`src/hw/ibw_defines.svh`:
```
`ifndef IBW_DEFINES_SVH
`define IBW_DEFINES_SVH
// ************************************************************
// register map on the extended register window
// ************************************************************
`define IBW_EXT_STATUS      3'h7    // status and bank selector, every bank
`define IBW_EXT_ROUTE       3'h6    // routing (bank 15) and edge select (bank 14)
`define IBW_EXT_STRETCH     3'h3    // bus stretch control, bank 15
`define IBW_BANK_ROUTE      4'hF
`define IBW_BANK_EDGE       4'hE
`define IBW_BANK_STRETCH    4'hF
// ************************************************************
// field positions
// ************************************************************
`define IBW_BANK_LSB        0       // bank selector, four bits
`define IBW_STAT_LSB        8       // pending bits, one per source
`define IBW_TOP_LSB         0       // top request source index
`define IBW_SEC_LSB         4       // second request source index
`define IBW_EN_LSB          8       // shared request enables
`define IBW_STR_RD_LSB      0       // read wait enables, ext 0..6
`define IBW_STR_WR_LSB      7       // write wait enables, ext 0..6
`define IBW_STR_PIN_BIT     14      // stretch pin takes over from port bit
// ************************************************************
// reset values and timing
// ************************************************************
`define IBW_RST_STATUS      16'h0000
`define IBW_RST_ROUTE       16'h0000
`define IBW_RST_EDGE        16'h0000
`define IBW_RST_STRETCH     16'h0000
`define IBW_WAIT_CYCLES     1       // one system clock per inserted wait
`endif

```
`src/hw/ibw_pkg.sv`:
```
package ibw_pkg;
    // ************************************************************
    // types
    // ************************************************************
    typedef enum logic [3:0] {
        IBW_IDLE = 4'h1,    // no external access
        IBW_ACC  = 4'h2,    // base access cycle
        IBW_WAIT = 4'h4,    // fixed wait state
        IBW_STR  = 4'h8     // stretched by the pin
    } ibw_state_e;

    typedef struct packed {
        logic [2:0]  addr;  // extended register index
        logic        rd;    // one-cycle read request
        logic        wr;    // one-cycle write request
        logic [15:0] wdata; // write data
    } ibw_req_s;

    typedef struct packed {
        logic [2:0]  addr;  // external register index
        logic        rd;    // read strobe, held for the access
        logic        wr;    // write strobe, held for the access
        logic        oe;    // data bus output enable
        logic [15:0] wdata; // data driven while oe
    } ibw_ed_s;
endpackage

```
`src/hw/ibw_ctrl.sv`:
```
`timescale 1ns/10ps
`include "ibw_defines.svh"
// ************************************************************
// Contract
// - low four bits pick working bank
// - status bit one means pending
// - writing one clears status, zero keeps
// - read-back write clears pending, keeps bank
// - low field picks top request source
// - second field picks second request source
// - upper byte enables shared sources
// - other enabled sources go to shared
// - unrouted source raises nothing
// - per-pin polarity picks rising or falling
// - enabled wait adds one wait state
// - active-low stretch pin prolongs access
// - wait select per ext 0..6, rd/wr
// - status register access never waits
// - stretch pin works only with bit 14
// ************************************************************
module ibw_ctrl #(
    parameter int NSRC        = 8,                  // interrupt sources
    parameter int NPIN        = 3,                  // external interrupt pins
    parameter int WAIT_CYCLES = `IBW_WAIT_CYCLES    // clocks per fixed wait
) (
    input  wire logic             i_core_clk,
    input  wire logic             i_rst,
    input  wire logic             i_ce,
    input  wire ibw_pkg::ibw_req_s i_core_req,
    output logic [15:0]           o_core_rdata,
    output logic                  o_core_ready,
    output logic [3:0]            o_bank,
    output ibw_pkg::ibw_ed_s      o_ed,
    input  wire logic [15:0]      i_ed_rdata,
    input  wire logic             i_stretch_n,
    output logic                  o_port_bit,
    input  wire logic [NPIN-1:0]  i_irq_pin,
    input  wire logic [NSRC-1:0]  i_irq_evt,
    output logic                  o_irq_top,
    output logic                  o_irq_sec,
    output logic                  o_irq_shared
);
    // ************************************************************
    // registers
    // ************************************************************
    logic [3:0]      bank_r;        // working bank
    logic [NSRC-1:0] stat_r;        // pending bits
    logic [15:0]     route_r;       // routing
    logic [15:0]     edge_r;        // polarity per pin, one = falling
    logic [15:0]     str_r;         // wait-state control
    ibw_pkg::ibw_state_e st_r;      // access sequencer
    ibw_pkg::ibw_req_s   req_r;     // latched external request
    logic [7:0]      wcnt_r;        // fixed wait counter
    logic            ws_need_r;     // this access takes a fixed wait
    logic [15:0]     rdata_r;
    logic            ready_r;
    ibw_pkg::ibw_ed_s ed_r;
    logic            top_r, sec_r, shr_r, port_r;

    // one-hot mask of the source a four-bit field names; codes past NSRC name none
    function automatic logic [NSRC-1:0] src_mask(input logic [3:0] f);
        logic [NSRC-1:0] m;
        m = '0;
        for (int k = 0; k < NSRC; k++) begin
            if (f == k[3:0]) begin
                m[k] = 1'b1;
            end
        end
        return m;
    endfunction

    // ************************************************************
    // pin synchronisers: three stages, a change counts when 2 and 3 agree
    // ************************************************************
    logic [NPIN:0] s1_r, s2_r, s3_r, stab_r, stab_d_r;
    wire  [NPIN:0] pin_in = {i_stretch_n, i_irq_pin};
    always_ff @(posedge i_core_clk or posedge i_rst) begin
        if (i_rst) begin
            s1_r     <= '1;
            s2_r     <= '1;
            s3_r     <= '1;
            stab_r   <= '1;
            stab_d_r <= '1;
        end else if (i_ce) begin
            s1_r     <= pin_in;
            s2_r     <= s1_r;
            s3_r     <= s2_r;
            stab_r   <= (s2_r == s3_r) ? s3_r : stab_r;   // filters a single glitch
            stab_d_r <= stab_r;
        end
    end

    // ************************************************************
    // trigger detection and routing
    // ************************************************************
    logic [NSRC-1:0] trig;          // raw trigger per source
    genvar g;
    generate
        for (g = 0; g < NSRC; g++) begin : g_trig
            if (g < NPIN) begin : g_pin
                // polarity picks which edge of the pin counts
                assign trig[g] = edge_r[g] ? (stab_d_r[g] & ~stab_r[g])
                                           : (~stab_d_r[g] & stab_r[g]);
            end else begin : g_evt
                assign trig[g] = i_irq_evt[g];
            end
        end
    endgenerate

    wire [NSRC-1:0] top_m = src_mask(route_r[`IBW_TOP_LSB+:4]);
    wire [NSRC-1:0] sec_m = src_mask(route_r[`IBW_SEC_LSB+:4]) & ~top_m;
    wire [NSRC-1:0] shr_m = route_r[`IBW_EN_LSB+:NSRC] & ~top_m & ~sec_m;
    wire [NSRC-1:0] routed = top_m | sec_m | shr_m;
    wire [NSRC-1:0] trig_routed = trig & routed;

    // ************************************************************
    // register access decode
    // ************************************************************
    wire acc_go   = i_ce && (st_r == ibw_pkg::IBW_IDLE) && (i_core_req.rd || i_core_req.wr);
    wire hit_stat = (i_core_req.addr == `IBW_EXT_STATUS);
    wire hit_rte  = (i_core_req.addr == `IBW_EXT_ROUTE) && (bank_r == `IBW_BANK_ROUTE);
    wire hit_edg  = (i_core_req.addr == `IBW_EXT_ROUTE) && (bank_r == `IBW_BANK_EDGE);
    wire hit_str  = (i_core_req.addr == `IBW_EXT_STRETCH) && (bank_r == `IBW_BANK_STRETCH);
    wire int_hit  = hit_stat | hit_rte | hit_edg | hit_str;
    wire wr_int   = acc_go && i_core_req.wr;
    wire stat_wr  = wr_int && hit_stat;
    // per register and direction wait select; the status register has no bit
    wire ws_sel   = i_core_req.wr ? str_r[`IBW_STR_WR_LSB + i_core_req.addr]
                                  : str_r[`IBW_STR_RD_LSB + i_core_req.addr];
    // stretch pin counts only in wait mode; otherwise it is a port bit
    wire stretch_act = str_r[`IBW_STR_PIN_BIT] && !stab_r[NPIN];

    // status and bank: set beats clear so an event in the clear cycle survives
    always_ff @(posedge i_core_clk or posedge i_rst) begin
        if (i_rst) begin
            bank_r <= 4'(`IBW_RST_STATUS);
            stat_r <= '0;
        end else if (i_ce) begin
            if (stat_wr) begin
                bank_r <= i_core_req.wdata[`IBW_BANK_LSB+:4];
            end
            stat_r <= (stat_r & ~(stat_wr ? i_core_req.wdata[`IBW_STAT_LSB+:NSRC] : '0))
                      | trig_routed;
        end
    end

    // configuration registers, reachable only in their bank
    always_ff @(posedge i_core_clk or posedge i_rst) begin
        if (i_rst) begin
            route_r <= `IBW_RST_ROUTE;
            edge_r  <= `IBW_RST_EDGE;
            str_r   <= `IBW_RST_STRETCH;
        end else if (wr_int) begin
            if (hit_rte) begin
                route_r <= i_core_req.wdata;
            end
            if (hit_edg) begin
                edge_r <= i_core_req.wdata;
            end
            if (hit_str) begin
                str_r <= i_core_req.wdata;
            end
        end
    end

    // request outputs are levels while any routed bit is pending
    always_ff @(posedge i_core_clk or posedge i_rst) begin
        if (i_rst) begin
            top_r  <= 1'b0;
            sec_r  <= 1'b0;
            shr_r  <= 1'b0;
            port_r <= 1'b1;
        end else if (i_ce) begin
            top_r  <= |(stat_r & top_m);
            sec_r  <= |(stat_r & sec_m);
            shr_r  <= |(stat_r & shr_m);
            port_r <= str_r[`IBW_STR_PIN_BIT] ? 1'b1 : stab_r[NPIN];
        end
    end

    // ************************************************************
    // access sequencer; the pin is seen 4 clocks late, so a slow part
    // must pull it low before the access starts
    // ************************************************************
    always_ff @(posedge i_core_clk or posedge i_rst) begin
        if (i_rst) begin
            st_r      <= ibw_pkg::IBW_IDLE;
            req_r     <= '0;
            wcnt_r    <= '0;
            ws_need_r <= 1'b0;
            ed_r      <= '0;
            rdata_r   <= '0;
            ready_r   <= 1'b0;
        end else if (i_ce) begin
            ready_r <= 1'b0;
            case (st_r)
                ibw_pkg::IBW_IDLE: begin
                    if (acc_go && int_hit) begin
                        // internal: answered next clock, no wait at all
                        ready_r <= 1'b1;
                        rdata_r <= hit_stat ? {stat_r, 4'h0, bank_r}
                                 : hit_rte ? route_r : hit_edg ? edge_r : str_r;
                    end else if (acc_go) begin
                        req_r     <= i_core_req;
                        ws_need_r <= ws_sel;
                        ed_r      <= '{addr: i_core_req.addr, rd: i_core_req.rd,
                                       wr: i_core_req.wr, oe: i_core_req.wr,
                                       wdata: i_core_req.wdata};
                        st_r      <= ibw_pkg::IBW_ACC;
                    end
                end
                ibw_pkg::IBW_ACC: begin
                    if (ws_need_r) begin
                        wcnt_r <= 8'(WAIT_CYCLES - 1);
                        st_r   <= ibw_pkg::IBW_WAIT;
                    end else if (stretch_act) begin
                        st_r <= ibw_pkg::IBW_STR;
                    end else begin
                        st_r    <= ibw_pkg::IBW_IDLE;
                        ready_r <= 1'b1;
                        rdata_r <= i_ed_rdata;
                        ed_r    <= '0;
                    end
                end
                ibw_pkg::IBW_WAIT: begin
                    if (wcnt_r != 8'h00) begin
                        wcnt_r <= wcnt_r - 8'h01;
                    end else if (stretch_act) begin
                        st_r <= ibw_pkg::IBW_STR;
                    end else begin
                        st_r    <= ibw_pkg::IBW_IDLE;
                        ready_r <= 1'b1;
                        rdata_r <= i_ed_rdata;
                        ed_r    <= '0;
                    end
                end
                ibw_pkg::IBW_STR: begin
                    if (!stretch_act) begin
                        st_r    <= ibw_pkg::IBW_IDLE;
                        ready_r <= 1'b1;
                        rdata_r <= i_ed_rdata;
                        ed_r    <= '0;
                    end
                end
                default: begin
                    st_r <= ibw_pkg::IBW_IDLE;
                    ed_r <= '0;
                end
            endcase
        end
    end

    assign o_core_rdata = rdata_r;
    assign o_core_ready = ready_r;
    assign o_bank       = bank_r;
    assign o_ed         = ed_r;
    assign o_port_bit   = port_r;
    assign o_irq_top    = top_r;
    assign o_irq_sec    = sec_r;
    assign o_irq_shared = shr_r;
endmodule

```
`config.mk`:
```
export PLATFORM = sky130hd
export DESIGN_NAME = ibw_ctrl
export DESIGN_NICKNAME = d
export VERILOG_FILES = /design/src/hw/ibw_pkg.sv /design/src/hw/ibw_ctrl.sv
export VERILOG_INCLUDE_DIRS = /design/src /design/src/hw
export SDC_FILE = /design/constraint.sdc
export NUM_CORES = 1
export LEC_CHECK = 0
export CORE_ASPECT_RATIO = 1.1
export CORE_UTILIZATION = 65
export DETAILED_ROUTE_END_ITERATION = 7
export DONT_BUFFER_PORTS = 1
export GPL_ROUTABILITY_DRIVEN = 0
export GPL_TIMING_DRIVEN = 0
export MAX_ROUTING_LAYER = met4
export PLACE_DENSITY = 0.81
export SLEW_MARGIN = 15
export SYNTH_ARGS = -nofsm -noshare
export SYNTH_HDL_FRONTEND = slang
export SYNTH_SLANG_ARGS = --single-unit
export TNS_END_PERCENT = 5
```
`constraint.sdc`:
```
create_clock -name i_core_clk -period 12 [get_ports i_core_clk]
set_input_delay 3 -clock i_core_clk [delete_from_list [all_inputs] [get_ports i_core_clk]]
set_output_delay 3 -clock i_core_clk [all_outputs]
set_load 0.02 [all_outputs]
```
**Yosys cells after proc, flatten, opt, wreduce, memory -nomap -nowiden**

Index checks and enable logic that the tools add are counted.

- Logic and storage cells: 174
- Output and inout bits: 47
- Flip-flop bits (word level): 135
- Input bits: 52

- $add $sub $neg: 2
- $lt $le $gt $ge: 2
- Reductions and logical operators: 29
- Equality and inequality tests: 32
- Bitwise operators: 30
- Muxes and demuxes: 55

Operators by type and width:

| operator | count |
|---|---|
| 16-bit 2-to-1 mux | 7 |
| 22-bit 2-to-1 mux | 5 |
| 22-bit case mux with 4 select lines | 1 |
| 8-bit AND | 8 |
| 16-bit case mux with 4 select lines | 1 |
| 4-bit by 3-bit == test with 1-bit output (second input constant) | 9 |
| 1-bit 2-to-1 mux | 27 |
| 4-bit 2-to-1 mux | 6 |
| 8-bit 2-to-1 mux | 3 |
| 8-bit inverter | 3 |
| 8-bit bitwise OR | 3 |
| 8-bit OR reduction | 3 |
| 4-bit by 2-bit == test with 1-bit output (second input constant) | 5 |
| 4-bit case mux with 4 select lines | 1 |
| 8-bit case mux with 2 select lines | 1 |
| 5-bit AND reduction | 3 |
| 2-bit != test (second input constant) | 7 |
| 4-bit by 1-bit == test with 1-bit output (second input constant) | 3 |
| 4-bit == test (second input constant) | 3 |
| 2-bit AND reduction | 5 |
| 1-bit logical AND | 9 |
| 4-bit logical NOT | 2 |
| 4-bit AND reduction | 2 |
| 8-bit nonzero test | 1 |
| other kinds (18) | 32 |

**Longest topological paths before layout**

- Depth in word-level cells: 9
- Mapped depth: 10
- Gate-level depth less buffers: 7

**Worst setup path before layout**

OpenSTA, ideal clock, no wires.

- Path type: input port to flip-flop
- Start: input i_core_req[18] (netlist name)
- End: register ed_r (netlist bit o_ed[17])
- Slack: 6650 ps
- Data required time: 11875 ps
- Path buffers: 3
- Setup time: 125 ps
- Arrival time: 5225 ps
- Cell stages on the path: 10
- Path through: clkbuf_1 > inv_1 > ha_1 > o21ai_0 > a2111oi_4 > or3_1 > buf_4 > a211oi_4 > buf_6 > mux2_4

- Word-level cells in the longest chain between the ends: 8
- Elaborated cells between the ends (all ways): 12
- Classes of those cells: eq/ne (4); bitwise (3); reduce/logical (5)

RTL lines:

| item | line | text |
|---|---|---|
| start, declared | ibw_ctrl.sv:29 | `input wire ibw_pkg::ibw_req_s i_core_req,` |
| 3-bit == test (no source line) | -- |  |
| 1-bit logical AND | ibw_ctrl.sv:121 | `` wire hit_rte = (i_core_req.addr == `IBW_EXT_ROUTE) && (bank_r == `IBW_BANK_ROUTE); `` |
| 1-bit bitwise OR (2 in series) | ibw_ctrl.sv:124 | `wire int_hit = hit_stat \| hit_rte \| hit_edg \| hit_str;` |
| 1-bit bitwise OR * | ibw_ctrl.sv:124 |  |
| 1-bit logical AND * | ibw_ctrl.sv:198 | `if (acc_go && int_hit) begin` |
| 2-bit != test (no source line) * | -- |  |
| 5-bit AND reduction (no source line) * | -- |  |
| end signal, assigned | ibw_ctrl.sv:206 | `ed_r <= '{addr: i_core_req.addr, rd: i_core_req.rd,` |
| end, declared | ibw_ctrl.sv:57 | `ibw_pkg::ibw_ed_s ed_r;` |

Mark *: on every way between the ends. The rest lies on a longest branch, timed or not.
A chain may end at the register's enable or synchronous reset.

**Final worst setup path**

- Start: input i_core_req[18] (netlist name)
- End: register edge_r[7]

- Word-level cells in the longest chain between the ends: 3

RTL lines:

| item | line | text |
|---|---|---|
| 3-bit == test (no source line) | -- |  |
| 1-bit logical AND | ibw_ctrl.sv:122 | `` wire hit_edg = (i_core_req.addr == `IBW_EXT_ROUTE) && (bank_r == `IBW_BANK_EDGE); `` |
| 2-bit AND reduction (no source line) | -- |  |
| end signal, assigned | ibw_ctrl.sv:151 | `` edge_r <= `IBW_RST_EDGE; `` |
| end signal, assigned | ibw_ctrl.sv:158 | `edge_r <= i_core_req.wdata;` |
| end, declared | ibw_ctrl.sv:49 | `logic [15:0] edge_r;` |

No other way between the ends.

==> flow_metrics.py <==
metrics = {
    "sta": {
        "finalCriticalPeriod_ns": 5.41,
        "tightestPinTransition_ns": 0.928,
        "fin_crit_sh": 0.451,
        "finalMaxSlewViolations": 0,
        "hold_violations": 0,
        "rsz0062_at_grt": "no",
        "setup_viol_count_final": 0,
        "finClkSkew_ns": 0.00866,
        "max_freq_ghz": 0.185,
        "maxSlewHeadroom": 0.373,
        "fin_setup_tns_ns": 0,
        "setup_slack_ns": 6.59,
    },
    "clock_tree": {
        "clk_latency_ns": 0.43,
        "cts-resized-gates": 0,
        "cts_setup_buffers": 0,
        "clockRootBuffer": "clkbuf_16",
        "cts-buffers-inserted": 17,
        "cts.sinks": 134,
        "postCtsHoldBufs": 0,
        "cts_tree": "yes",
        "htreeDepth": 4,
        "clk_pin_slew_ns": 0.06,
        "clockBufferDepth": 2,
    },
    "yosys": {
        "ys_ff_latch": 134,
        "synthAdderAreaFrac": 0.00887,
        "avgSynthCellArea_sq_um": 10.8,
        "yosys.area_share.simple": 0.129,
        "async_flop_share": 1.00,
        "synth_mux_area_frac": 0.194,
        "synth_ff_type": "dfrtp_1",
        "synthesis.nets": 710,
        "synth_cells": 653,
        "synth_edf_count": 0,
        "seq_area_frac_synth": 0.479,
        "synthTopCellsByArea": "dfrtp_1, mux2_2, dfstp_2",
        "syn_area_sq_mm": 0.00706,
        "synth_top_family_by_area": "multiplexers",
        "synth_xor_area_frac": 0.00497,
        "synth-compound-area-share": 0.142,
        "yosys_warnings": 0,
        "synth.largest_area_cell": "dfrtp_1",
        "synth.distinct_cells": 71,
        "synth.top_cell.area_share": 0.401,
    },
    "global_routing": {
        "overflow": 0,
        "grt_max_degree": 72,
        "grt_antenna_before_repair": 0,
        "grt_pass1_wl_um": 29700,
        "grt_usage": 0.365,
        "first_global_vias": 5637,
    },
    "cells_and_area": {
        "final_common_cell": "dfrtp_1",
        "fill_cells": 699,
        "diodes": 0,
        "final_area_sq_mm": 0.00784,
        "final_cell_mix": "dfrtp_1, mux2_2, nand2_1, o21ai_0, mux2i_1",
        "final_util": 0.748,
        "areaGrowthSynthToFinish_pct": 11.2,
        "drive_gt1_frac": 0.245,
        "fin_nets": 730,
    },
    "job": {
        "drv_cap": 0,
    },
    "detailed_routing": {
        "m1WireLength_um": 7330,
        "drt_iter0_drc": 654,
        "routed_wl_um": 18600,
        "viasPerCell": 6.71,
        "ant_nets": 0,
        "met3_wirelength_um": 1690,
        "num_vias": 5566,
        "maxUsedRoutingLayer": "met4",
        "dr.pass1.iters": 5,
        "drc": 0,
        "wl_per_cell_um": 22.4,
        "wl_met2_um": 8760,
    },
    "worst_setup_path": {
        "rrSetupSlack_ns": 8.89,
        "worstSetupStartpointType": "input pin",
        "crit_path_max_fanout": 10,
        "path_class": "input pin to flip-flop",
        "cp.arrival_ns": 5.72,
        "cp.required_ns": 12.32,
        "cp-end-kind": "flip-flop",
    },
    "floorplan": {
        "die_height_um": 111,
        "start_util": 0.673,
        "dieWidth_um": 101,
        "coreArea_sq_mm": 0.0105,
        "io_pins": 99,
        "std_cell_rows": 39,
        "fp.dieArea_sq_mm": 0.0113,
    },
    "place": {
        "portBuffers": 0,
        "post_dp_cell_area_sq_mm": 0.00727,
        "dp_worst_setup_slack_ns": 6.27,
        "dpl.hpwl_um": 13100,
    },
    "power_and_ir_drop": {
        "power.density_mw_per_mm2": 202,
        "p_leak_nw": 3.40,
        "power.total_mw": 1.58,
        "ir_worst_vdd_mv": 0.181,
    },
    "min_path": {
        "hp-class": "flip-flop to flip-flop",
    },
    "status": {
        "status": "finished, final reports clean",
    },
}
## worst max-delay path, cell delays in order
cell      delay [ns]
clkbuf_1        0.28
inv_1           0.14
ha_1            0.25
nand2_1         0.22
or2_2           0.16
clkbuf_1        0.33
or3_1           0.17
buf_2           0.20
buf_1           0.56
mux2_2          0.42
## layer usage
layer | vias to the layer above | GRT usage
met1 | 2785 | 0.456
li1 | 2416 | -
met4 | 0 | 0.190
met3 | 65 | 0.0851
met2 | 300 | 0.552
met5 | - | -
## per-stage QoR
stage          hold WS, ns  instances
5_1_grt              0.524        829
6_report             0.506        829
3_3_place_gp         0.486        796
4_1_cts              0.506        829
2_1_floorplan        0.458        653
3_5_place_dp         0.493        797
## synth_stat cells, drive strengths merged (4+ instances only)
cell	number
a211oi	4
a21oi	24
a2bb2oi	5
a32o	7
buf	16
clkbuf	28
dfrtp	113
dfstp	21
ha	5
inv	28
mux2	77
mux2i	36
mux4	6
nand2	68
nand2b	7
nand3	7
nand3b	4
nor2	32
nor2b	7
nor3	7
nor4	4
o211ai	11
o21ai	41
o31ai	16
or2	12
or4	4
or4b	4
## cells by family after synthesis
logic type      count (synthesis)
simple gates                  176
compound gates                143
flops                         134
mux                           119
buf+inv                        72
fa+ha+maj                       5
xor+xnor                        4
## registers in the layout (all words and copies together) (netlist names)
| register | flops |
|---|---|
| edge_r | 16 |
| o_bank | 4 |
| o_core_rdata | 16 |
| o_core_ready | 1 |
| o_ed | 21 |
| o_irq_sec | 1 |
| o_irq_shared | 1 |
| o_irq_top | 1 |
| o_port_bit | 1 |
| route_r | 16 |
| s1_r | 4 |
| s2_r | 4 |
| s3_r | 4 |
| st_r | 4 |
| stab_d_r | 3 |
| stab_r | 4 |
| stat_r | 8 |
| str_r | 16 |
| wcnt_r | 8 |
| ws_need_r | 1 |
## final timing paths
path                                      from           to  cells after the start
worst max-delay path            i_core_req[18]    edge_r[7]                     10
worst min-delay path                edge_r[11]   edge_r[11]                      1
worst max register to register       o_bank[3]   route_r[2]                      6
worst min register to register      edge_r[11]   edge_r[11]                      1
max in group asynchronous                i_rst  stab_d_r[0]                      2
min in group asynchronous                i_rst      o_ed[0]                      1
## power by group
group          leakage, nW  internal (mW)  total (mW)  switching (mW)
clock network        0.276          0.309       0.506           0.197
logic                 1.37          0.142       0.344           0.202
registers             1.75          0.565       0.732           0.168
total                 3.40           1.01        1.58           0.567
## final cells by class
type,instances,area (sq um),area share
sequential,134,3380,0.431
multi-input combinational,447,3380,0.431
clock buffer,19,443,0.0565
buffer,44,191,0.0244
tap,143,179,0.0228
clock inverter,13,133,0.0169
inverter,28,110,0.0140
timing repair buffer,1,27.5,0.00351
(Power assumes the default switching activity.)
